`src/inc/cpu_state_pkg.sv`:
```
// Constants and types shared by the processor state register bank
`default_nettype none
package cpu_state_pkg;

	// Register widths
	localparam int XLEN = 64;
	localparam int VID_W = 32;

	// Special-register selector used by the move instructions
	typedef enum logic [1:0] {
		SPR_STATE = 2'b00,
		SPR_VERSION = 2'b01,
		SPR_PTDESC = 2'b10,
		SPR_SEGPTR = 2'b11
	} spr_sel_t;

	// Floating-point trap mode, first bit then second bit
	typedef enum logic [1:0] {
		FP_TRAP_OFF = 2'b00,
		FP_IMPRECISE_NONREC = 2'b01,
		FP_IMPRECISE_REC = 2'b10,
		FP_PRECISE = 2'b11
	} fp_trap_mode_t;

	// Optional facilities present in this implementation
	localparam logic HAS_BYTE_ORDER = 1'b1;
	localparam logic HAS_PERF_MARK = 1'b1;

	// State word bit positions; bit 0 is the most significant bit
	localparam int MSW_WIDE_POS = 63 - 0;
	localparam int MSW_NAP_POS = 63 - 45;
	localparam int MSW_TRAP_ORDER_POS = 63 - 47;
	localparam int MSW_EXT_IRQ_POS = 63 - 48;
	localparam int MSW_USER_POS = 63 - 49;
	localparam int MSW_FLOAT_POS = 63 - 50;
	localparam int MSW_MCHECK_POS = 63 - 51;
	localparam int MSW_FP_A_POS = 63 - 52;
	localparam int MSW_STEP_POS = 63 - 53;
	localparam int MSW_BRANCH_POS = 63 - 54;
	localparam int MSW_FP_B_POS = 63 - 55;
	localparam int MSW_INSN_XLATE_POS = 63 - 58;
	localparam int MSW_DATA_XLATE_POS = 63 - 59;
	localparam int MSW_PERF_POS = 63 - 61;
	localparam int MSW_RESUME_POS = 63 - 62;
	localparam int MSW_ORDER_POS = 63 - 63;

	// Power-up value: only wide mode set, undefined bits forced to 0
	localparam logic [63:0] MSW_RESET = 64'h8000_0000_0000_0000;

	// Bits that exist and can be written; the rest read as zero
	localparam logic [63:0] MSW_WMASK =
		(64'h1 << MSW_WIDE_POS) | (64'h1 << MSW_NAP_POS) |
		(64'h1 << MSW_TRAP_ORDER_POS) | (64'h1 << MSW_EXT_IRQ_POS) |
		(64'h1 << MSW_USER_POS) | (64'h1 << MSW_FLOAT_POS) |
		(64'h1 << MSW_MCHECK_POS) | (64'h1 << MSW_FP_A_POS) |
		(64'h1 << MSW_STEP_POS) | (64'h1 << MSW_BRANCH_POS) |
		(64'h1 << MSW_FP_B_POS) | (64'h1 << MSW_INSN_XLATE_POS) |
		(64'h1 << MSW_DATA_XLATE_POS) | (64'h1 << MSW_RESUME_POS) |
		({63'h0, HAS_PERF_MARK} << MSW_PERF_POS) |
		({63'h0, HAS_BYTE_ORDER} << MSW_ORDER_POS);

	// Version register fields: version code high, revision low
	localparam int VID_CODE_LSB = 16;
	localparam int VID_REV_LSB = 0;
	// Arbitrary neutral identification values
	localparam logic [15:0] VERSION_CODE = 16'h5a01;
	localparam logic [15:0] REVISION_LEVEL = 16'h0001;

	// Page table descriptor fields
	localparam int PTD_BASE_LSB = 63 - 45;
	localparam int PTD_BASE_W = 44;
	localparam int PTD_SIZE_LSB = 63 - 63;
	localparam int PTD_SIZE_W = 5;
	localparam logic [63:0] PTD_RESET = 64'h0;
	localparam logic [63:0] PTD_WMASK = 64'h3fff_ffff_fffc_001f;
	localparam int PT_ALIGN_BITS = 18;
	localparam int MIN_HASH_BITS = 11;
	localparam int EXTRA_HASH_MAX = 28;
	localparam logic [4:0] SIZE_LIMIT = 5'h1c;
	localparam logic [4:0] SIZE_LIMIT_VA64 = 5'h19;

	// Segment table pointer: all bits reserved, reads zero
	localparam logic [63:0] SEGPTR_VALUE = 64'h0;

endpackage
`default_nettype wire

```
`src/rtl/cpu_state_regs.sv`:
```
// Processor state word, version, page table and segment registers
`default_nettype none
module cpu_state_regs
	import cpu_state_pkg::*;
(
	input wire logic clk,
	input wire logic arst_n,
	input wire spr_sel_t spr_sel,
	input wire logic spr_rd_en,
	input wire logic spr_wr_en,
	input wire logic [63:0] spr_wdata,
	output logic [63:0] spr_rdata,
	output logic spr_rd_valid,
	output logic spr_priv_fault,
	output logic wide_mode,
	output logic nap_enable,
	output logic trap_byte_order,
	output logic ext_irq_on,
	output logic user_mode_bit,
	output logic float_unit_on,
	output logic mcheck_on,
	output logic single_step_trace,
	output logic branch_trace,
	output logic insn_xlate_on,
	output logic data_xlate_on,
	output logic perf_mark,
	output logic resumable_flag,
	output logic byte_order_bit,
	output fp_trap_mode_t fp_trap_mode,
	output logic fp_exc_enabled,
	output logic fp_precise,
	output logic fp_recoverable,
	output logic [63:0] table_base_addr,
	output logic [EXTRA_HASH_MAX-1:0] table_hash_mask,
	output logic [5:0] table_index_bits,
	output logic table_size_over_limit,
	output logic table_size_over_va64
);

	// Architected state
	logic [63:0] msw_reg;
	logic [63:0] msw_next;
	logic [63:0] ptd_reg;
	logic [63:0] ptd_next;
	logic [63:0] rdata_reg;
	logic [63:0] rdata_next;
	logic rd_valid_reg;
	logic fault_reg;
	logic fault_next;

	// Access decode
	logic wr_state;
	logic wr_ptdesc;
	logic rd_version;
	logic version_denied;
	logic [31:0] version_word;
	logic [63:0] read_mux;
	logic [4:0] size_field;

	// Only the existing bits take writes; reserved ones stay zero
	assign wr_state = spr_wr_en && (spr_sel == SPR_STATE);
	assign wr_ptdesc = spr_wr_en && (spr_sel == SPR_PTDESC);
	assign msw_next = wr_state ? (spr_wdata & MSW_WMASK) : msw_reg;
	assign ptd_next = wr_ptdesc ? (spr_wdata & PTD_WMASK) : ptd_reg;

	// Version and segment pointer selects have no write path at all
	assign version_word = {VERSION_CODE, REVISION_LEVEL};

	// Version reads need supervisor state, checked on current state
	assign rd_version = spr_rd_en && (spr_sel == SPR_VERSION);
	assign version_denied = rd_version && user_mode_bit;

	// Read selection; a denied read returns zero
	always_comb
	begin
		read_mux = 64'h0;
		unique case (spr_sel)
			SPR_STATE:
			begin
				read_mux = msw_reg;
			end
			SPR_VERSION:
			begin
				read_mux = {32'h0, version_word};
			end
			SPR_PTDESC:
			begin
				read_mux = ptd_reg;
			end
			SPR_SEGPTR:
			begin
				read_mux = SEGPTR_VALUE;
			end
		endcase
	end

	// Read data holds until the next read completes
	assign rdata_next = !spr_rd_en ? rdata_reg :
		(version_denied ? 64'h0 : read_mux);
	assign fault_next = version_denied;

	// State word; undefined power-up bits are simply forced to zero
	always_ff @(posedge clk or negedge arst_n)
	begin
		if (!arst_n)
		begin
			msw_reg <= MSW_RESET;
		end
		else
		begin
			msw_reg <= msw_next;
		end
	end

	// Page table descriptor
	always_ff @(posedge clk or negedge arst_n)
	begin
		if (!arst_n)
		begin
			ptd_reg <= PTD_RESET;
		end
		else
		begin
			ptd_reg <= ptd_next;
		end
	end

	// Registered read answer, one cycle after the request
	always_ff @(posedge clk or negedge arst_n)
	begin
		if (!arst_n)
		begin
			rdata_reg <= 64'h0;
			rd_valid_reg <= 1'b0;
			fault_reg <= 1'b0;
		end
		else
		begin
			rdata_reg <= rdata_next;
			rd_valid_reg <= spr_rd_en;
			fault_reg <= fault_next;
		end
	end

	assign spr_rdata = rdata_reg;
	assign spr_rd_valid = rd_valid_reg;
	assign spr_priv_fault = fault_reg;

	// Mode outputs straight from the state word flops
	assign wide_mode = msw_reg[MSW_WIDE_POS];
	assign nap_enable = msw_reg[MSW_NAP_POS];
	assign trap_byte_order = msw_reg[MSW_TRAP_ORDER_POS];
	assign ext_irq_on = msw_reg[MSW_EXT_IRQ_POS];
	assign user_mode_bit = msw_reg[MSW_USER_POS];
	assign float_unit_on = msw_reg[MSW_FLOAT_POS];
	assign mcheck_on = msw_reg[MSW_MCHECK_POS];
	assign single_step_trace = msw_reg[MSW_STEP_POS];
	assign branch_trace = msw_reg[MSW_BRANCH_POS];
	assign insn_xlate_on = msw_reg[MSW_INSN_XLATE_POS];
	assign data_xlate_on = msw_reg[MSW_DATA_XLATE_POS];
	assign resumable_flag = msw_reg[MSW_RESUME_POS];

	// Optional bits read as zero when the facility is absent
	assign perf_mark = HAS_PERF_MARK & msw_reg[MSW_PERF_POS];
	assign byte_order_bit = HAS_BYTE_ORDER & msw_reg[MSW_ORDER_POS];

	// Float trap mode pair
	fp_trap_decode u_fp_decode (
		.mode_a(msw_reg[MSW_FP_A_POS]),
		.mode_b(msw_reg[MSW_FP_B_POS]),
		.mode(fp_trap_mode),
		.exc_enabled(fp_exc_enabled),
		.precise(fp_precise),
		.recoverable(fp_recoverable)
	);

	// Base field lands on address bits 61..18, so 2^18 alignment
	assign table_base_addr = {2'b00,
		ptd_reg[PTD_BASE_LSB +: PTD_BASE_W],
		{PT_ALIGN_BITS{1'b0}}};

	// Size field; values past the limit are flagged, not trusted
	assign size_field = ptd_reg[PTD_SIZE_LSB +: PTD_SIZE_W];

	pt_mask_expand u_mask (
		.size_field(size_field),
		.mask(table_hash_mask),
		.index_bits(table_index_bits),
		.over_limit(table_size_over_limit),
		.over_va64(table_size_over_va64)
	);

endmodule
`default_nettype wire

```
`src/rtl/fp_trap_decode.sv`:
```
// Decoder for the floating-point trap mode bit pair
`default_nettype none
module fp_trap_decode
	import cpu_state_pkg::*;
(
	input wire logic mode_a,
	input wire logic mode_b,
	output fp_trap_mode_t mode,
	output logic exc_enabled,
	output logic precise,
	output logic recoverable
);

	// First bit is the high bit of the code
	assign mode = fp_trap_mode_t'({mode_a, mode_b});
	assign exc_enabled = (mode != FP_TRAP_OFF);
	assign precise = (mode == FP_PRECISE);
	// Precise mode is recoverable as well as the imprecise one
	assign recoverable = (mode == FP_IMPRECISE_REC) || precise;

endmodule
`default_nettype wire

```
`src/rtl/pt_mask_expand.sv`:
```
// Expands the page table size field into a hash index mask
`default_nettype none
module pt_mask_expand
	import cpu_state_pkg::*;
(
	input wire logic [4:0] size_field,
	output logic [EXTRA_HASH_MAX-1:0] mask,
	output logic [5:0] index_bits,
	output logic over_limit,
	output logic over_va64
);

	// Oversized values saturate so the mask never exceeds its width
	logic [4:0] size_sat;
	assign over_limit = (size_field > SIZE_LIMIT);
	assign over_va64 = (size_field > SIZE_LIMIT_VA64);
	assign size_sat = over_limit ? SIZE_LIMIT : size_field;

	// One mask bit per extra hash bit: ones from the low end
	genvar i;
	generate
		for (i = 0; i < EXTRA_HASH_MAX; i++)
		begin : g_mask
			assign mask[i] = (5'(i) < size_sat);
		end
	endgenerate

	// Total hash bits used: fixed minimum plus the extra ones
	assign index_bits = 6'(MIN_HASH_BITS) + {1'b0, size_sat};

endmodule
`default_nettype wire

```
`config.mk`:
```
export PLATFORM = sky130hd
export DESIGN_NAME = cpu_state_regs
export DESIGN_NICKNAME = d
export VERILOG_FILES = /design/src/inc/cpu_state_pkg.sv /design/src/rtl/cpu_state_regs.sv /design/src/rtl/fp_trap_decode.sv /design/src/rtl/pt_mask_expand.sv
export SDC_FILE = /design/constraint.sdc
export NUM_CORES = 1
export LEC_CHECK = 0
export BUFFER_PORTS_ARGS = -buffer_cell sky130_fd_sc_hd__clkbuf_2
export CAP_MARGIN = 15
export CORE_MARGIN = 5
export CORE_UTILIZATION = 40
export DETAILED_ROUTE_END_ITERATION = 7
export PLACE_DENSITY = 0.77
export SLEW_MARGIN = 15
export SYNTH_ARGS = -nofsm -noshare
export SYNTH_HDL_FRONTEND = slang
export SYNTH_SLANG_ARGS = --single-unit
```
`constraint.sdc`:
```
create_clock -name clk -period 1.9 [get_ports clk]
set_input_delay 0.475 -clock clk [delete_from_list [all_inputs] [get_ports clk]]
set_output_delay 0.475 -clock clk [all_outputs]
set_load 0.1 [all_outputs]
```
# == Yosys cells after proc, flatten, opt, wreduce, memory -nomap -nowiden ==
# Index checks and enable logic that the tools add are counted.
# totals
in_bits,70
word_cells,51
reg_bits,131
# classes
muxes,3
n_eq_ne,5
reduce_logical,7
n_addsub,1
n_lt_le_gt_ge,30
# op_table
op,n
one-hot mux 64 bit (4 select lines),1
two-way mux 64 bit,1
"less-than comparator 5 bit, first input constant",12
"less-than comparator 4 x 5 -> 1 bit, first input constant",8
"less-than comparator 3 x 5 -> 1 bit, first input constant",4
"> comparator 5 bit, second input constant",2
"less-than comparator 1 x 5 -> 1 bit, first input constant",2
"less-than comparator 2 x 5 -> 1 bit, first input constant",2
"== test 2 bit, second input constant",4
"adder 4 x 5 -> 6 bit, first input constant",1
two-way mux 5 bit,1
logical AND 1 bit,4
"== test 2 x 1 -> 1 bit, second input constant",1
zero test 2 bit,1
nonzero test 2 bit,1
logical OR 1 bit,1

# == Depth between registers and ports, before layout ==
# depth
word_depth,4
mapped_depth,7

# == By module ==
# A second synthesis with hierarchy kept.
# unflattened
hier_cells,433
area_unflattened_um2,5637.9
# modules_own_cells
mod,instances,cells_per_inst,area_each_um2
cpu_state_regs,1,368,5263.8
pt_mask_expand,1,60,341.6
fp_trap_decode,1,5,32.5

# == Worst setup path before layout ==
# Ideal clock, no wire load.
# synth_timing
path_kind,register to output
start,register ptd_reg[2]
end,output table_index_bits[4]
stages_incl_launch_ff,8
slack_ns,-2.066
t_required_ns,1.425
n_path_buf,1
arrival_ns,3.491
cell_sequence,dfrtp_1 -> clkbuf_1 -> nand3_1 -> nand2_1 -> ha_1 -> inv_1 -> a21oi_1 -> xnor2_1
# synth_via
elab_chain_cells,3
# synth_lines
item,line,rtl
start: declaration,cpu_state_regs.sv:43,logic [63:0] ptd_reg;
start signal: assignment,cpu_state_regs.sv:124,ptd_reg <= ptd_next;
> comparator 5 bit,pt_mask_expand.sv:15,assign over_limit = (size_field > SIZE_LIMIT);
two-way mux 5 bit *,pt_mask_expand.sv:17,assign size_sat = over_limit ? SIZE_LIMIT : size_field;
adder 4 x 5 -> 6 bit *,pt_mask_expand.sv:29,"assign index_bits = 6'(MIN_HASH_BITS) + {1'b0, size_sat};"
end: declaration,cpu_state_regs.sv:35,"output logic [5:0] table_index_bits,"
# Every way passes the cells marked *; elsewhere a longest branch is shown, timed or not.

# == Worst setup path after layout ==
# layout_timing
start,register ptd_reg[3]
end,output table_index_bits[4]
# Same word-level chain as after synthesis.

==> flow_summary.json <==
{
  "crit_path_end_kind": "output port",
  "clockBufferDepth": 2,
  "chipWidth_um": 129,
  "finalWeightedCongestion": 0.796,
  "relSlewSlack": 0.531,
  "synthCells": 436,
  "start_kind": "flop",
  "final_common_cell": "clkbuf_2",
  "ys_ff_latch": 127,
  "layout_common_cells": "186 x clkbuf_2, 123 x dfrtp_1, 55 x mux2_2",
  "yosysWarnings": 0,
  "rows": 43,
  "cp.arrival_ns": 1.86,
  "vias_per_cell": 4.91,
  "finalSetupViolations": 34,
  "cpMaxStageDelayCell": "dfrtp_1",
  "hold_viol": 0,
  "synthToLayoutAreaGrowth_pct": 53.8,
  "grt_pass1_vias": 4514,
  "dp.cells": 794,
  "ys.flop_type": "dfrtp_1",
  "diodes": 0,
  "routedWlPerCell_um": 18.6,
  "drv_cap": 0,
  "place_area_um2": 7430,
  "skew_ns": 0.0102,
  "dp_hpwl_um": 11100,
  "crit_type": "flop to output port",
  "rsz0062_at_grt": "yes",
  "core_area_um2": 13800,
  "max-vdd-ir-drop_uv": 984,
  "root_buffer": "clkbuf_16",
  "setup_ws_ns": -0.439,
  "cts.sinks": 127,
  "nFillCells": 1006,
  "power_density_nw_per_um2": 1700,
  "portBuffers": 226,
  "final_antenna_net_count": 0,
  "yosysTopAreaCell": "dfrtp_1",
  "cts-buffers-inserted": 17,
  "drive_gt1_frac": 0.648,
  "die_y_um": 129,
  "grt_max_degree": 54,
  "grt_pass1_wl_um": 23300,
  "vias": 4180,
  "critPathRequiredTime_ns": 1.42,
  "synth.top_cell.area_share": 0.560,
  "crit_family": "flip-flops",
  "largest_reg_flops": 60,
  "critPathMaxStageDelay_ns": 0.42,
  "status": "finished, violations left",
  "final_cells": 851,
  "drtIter0Drc": 127,
  "start_util": 0.407,
  "final-seq-area_um2": 3180,
  "fmax_mhz": 428,
  "final_cell_area_um2": 8650,
  "finalCritPeriodShare": 1.23,
  "tns_ns": -8.34,
  "cp_max_fo": 3,
  "worstMarginPinSlew_ns": 0.700,
  "synth.distinct_cells": 40,
  "die-area_um2": 16500,
  "layout.nets": 729,
  "path_cells": "nand3_4, nand2_4, ha_4, inv_2, a21oi_4, xnor2_4, buf_12",
  "clk_latency_ns": 0.41,
  "yosysSeqAreaShare": 0.565,
  "syn_area_per_cell_um2": 12.9,
  "drc": 0,
  "cp.buffers_inverters": 2,
  "synth_async_sr_flop_share": 1.00,
  "wirelength_um": 15800,
  "dr.pass1.iters": 4,
  "synthTopCellsByArea": "dfrtp_1 56%, mux2_2 11%, buf_4 9.5%",
  "finalCriticalPeriod_ns": 2.34,
  "antenna_found_initial": 0,
  "hold_path_class": "input port to flop",
  "drv_slew": 0,
  "synth-edff-count": 0,
  "hold_ws_ns": 0.289,
  "io_pins": 255,
  "h-tree-depth": 4,
  "synth_area_um2": 5630,
  "place_ws_ns": -0.0138,
  "grt_overflow": 0,
  "multi_input_area_um2": 2230,
  "cts_tree": "built",
  "violations": "negative setup slack",
  "track_usage": 0.180,
  "clk_pin_slew_ns": 0.05,
  "leakagePower_uw": 0.00433
}
[through the flow]
stage	total power, uW	utilization
floorplan	8970	-
global placement	10300	0.537
detailed placement	10300	0.537
CTS	14400	0.599
global route	15200	0.626
finish	14700	0.626
[synth_stat cells, types with 2 or more instances]
| cell type | number |
|---|---|
| xnor2_1 | 2 |
| buf_2 | 9 |
| buf_4 | 71 |
| mux2_4 | 10 |
| a21boi_0 | 3 |
| o21a_1 | 3 |
| nor2_1 | 15 |
| inv_1 | 7 |
| nand2_1 | 12 |
| dfrtp_1 | 126 |
| a22o_1 | 51 |
| o21ai_0 | 2 |
| mux2i_1 | 5 |
| o21bai_1 | 4 |
| and2_1 | 5 |
| buf_6 | 2 |
| nor3_1 | 2 |
| mux2_2 | 55 |
| a21oi_1 | 10 |
| o2bb2ai_1 | 4 |
| nand2b_1 | 4 |
| clkbuf_1 | 16 |
[area by class of cell]
class                           instances  share of cell area
Tap cell                              180              0.0260
Inverter                                8             0.00477
Clock inverter                         14              0.0328
Sequential cell                       127               0.368
Timing Repair Buffer                  278               0.260
Multi-Input combinational cell        226               0.257
Clock buffer                           18              0.0507
[where the power goes]
part / switching (uW) / leakage (uW) / internal, uW
clock: 1190 / 0.000351 / 2770
sequential: 319 / 0.00159 / 3100
combinational: 5460 / 0.00239 / 1900
total: 6970 / 0.00433 / 7760
[routing by layer]
metal  vias up  GRT usage  wire length (um)
li1       1876          -                 -
met1      2079      0.209              6120
met2       190      0.301              8130
met3        35     0.0535              1090
met4         0     0.0945               463
met5         -          0                 0
[worst paths after layout]
path / startpoint / end / slack [ns] / cells past startpoint
worst max-delay path: ptd_reg[3] / table_index_bits[4] / -0.44 / 7
worst min-delay path: spr_wdata[19] / ptd_reg[19] / 0.29 / 2
worst max register to register: ptd_reg[2] / ptd_reg[2] / 0.58 / 5
worst min register to register: spr_rdata[16] / spr_rdata[16] / 0.50 / 2
max in group asynchronous: arst_n / msw_reg[63] / 0.74 / 3
min in group asynchronous: arst_n / ptd_reg[22] / 0.52 / 2
[logic make-up after synthesis]
group | count (synthesis) | share of synthesized area
other | 1 | 0.000666
flip-flops | 127 | 0.565
AO/OA/AOI/OAI | 81 | 0.115
buffers and inverters | 106 | 0.123
multiplexers | 70 | 0.146
XOR/XNOR | 2 | 0.00311
AND/OR/NAND/NOR | 48 | 0.0458
adder cells (fa/ha/maj) | 1 | 0.00222
[repair_timing]
item | in CTS | in global routing
endpoints found under the hold margin | 24 | 0
cloned | 0 | 1
pin swaps | 0 | 9
setup endpoints to repair | 36 | 36
gates resized for setup | 12 | 61
hold buffers | 1 | 0
setup buffers | 10 | 15
Power figures use the tool's default switching activity.
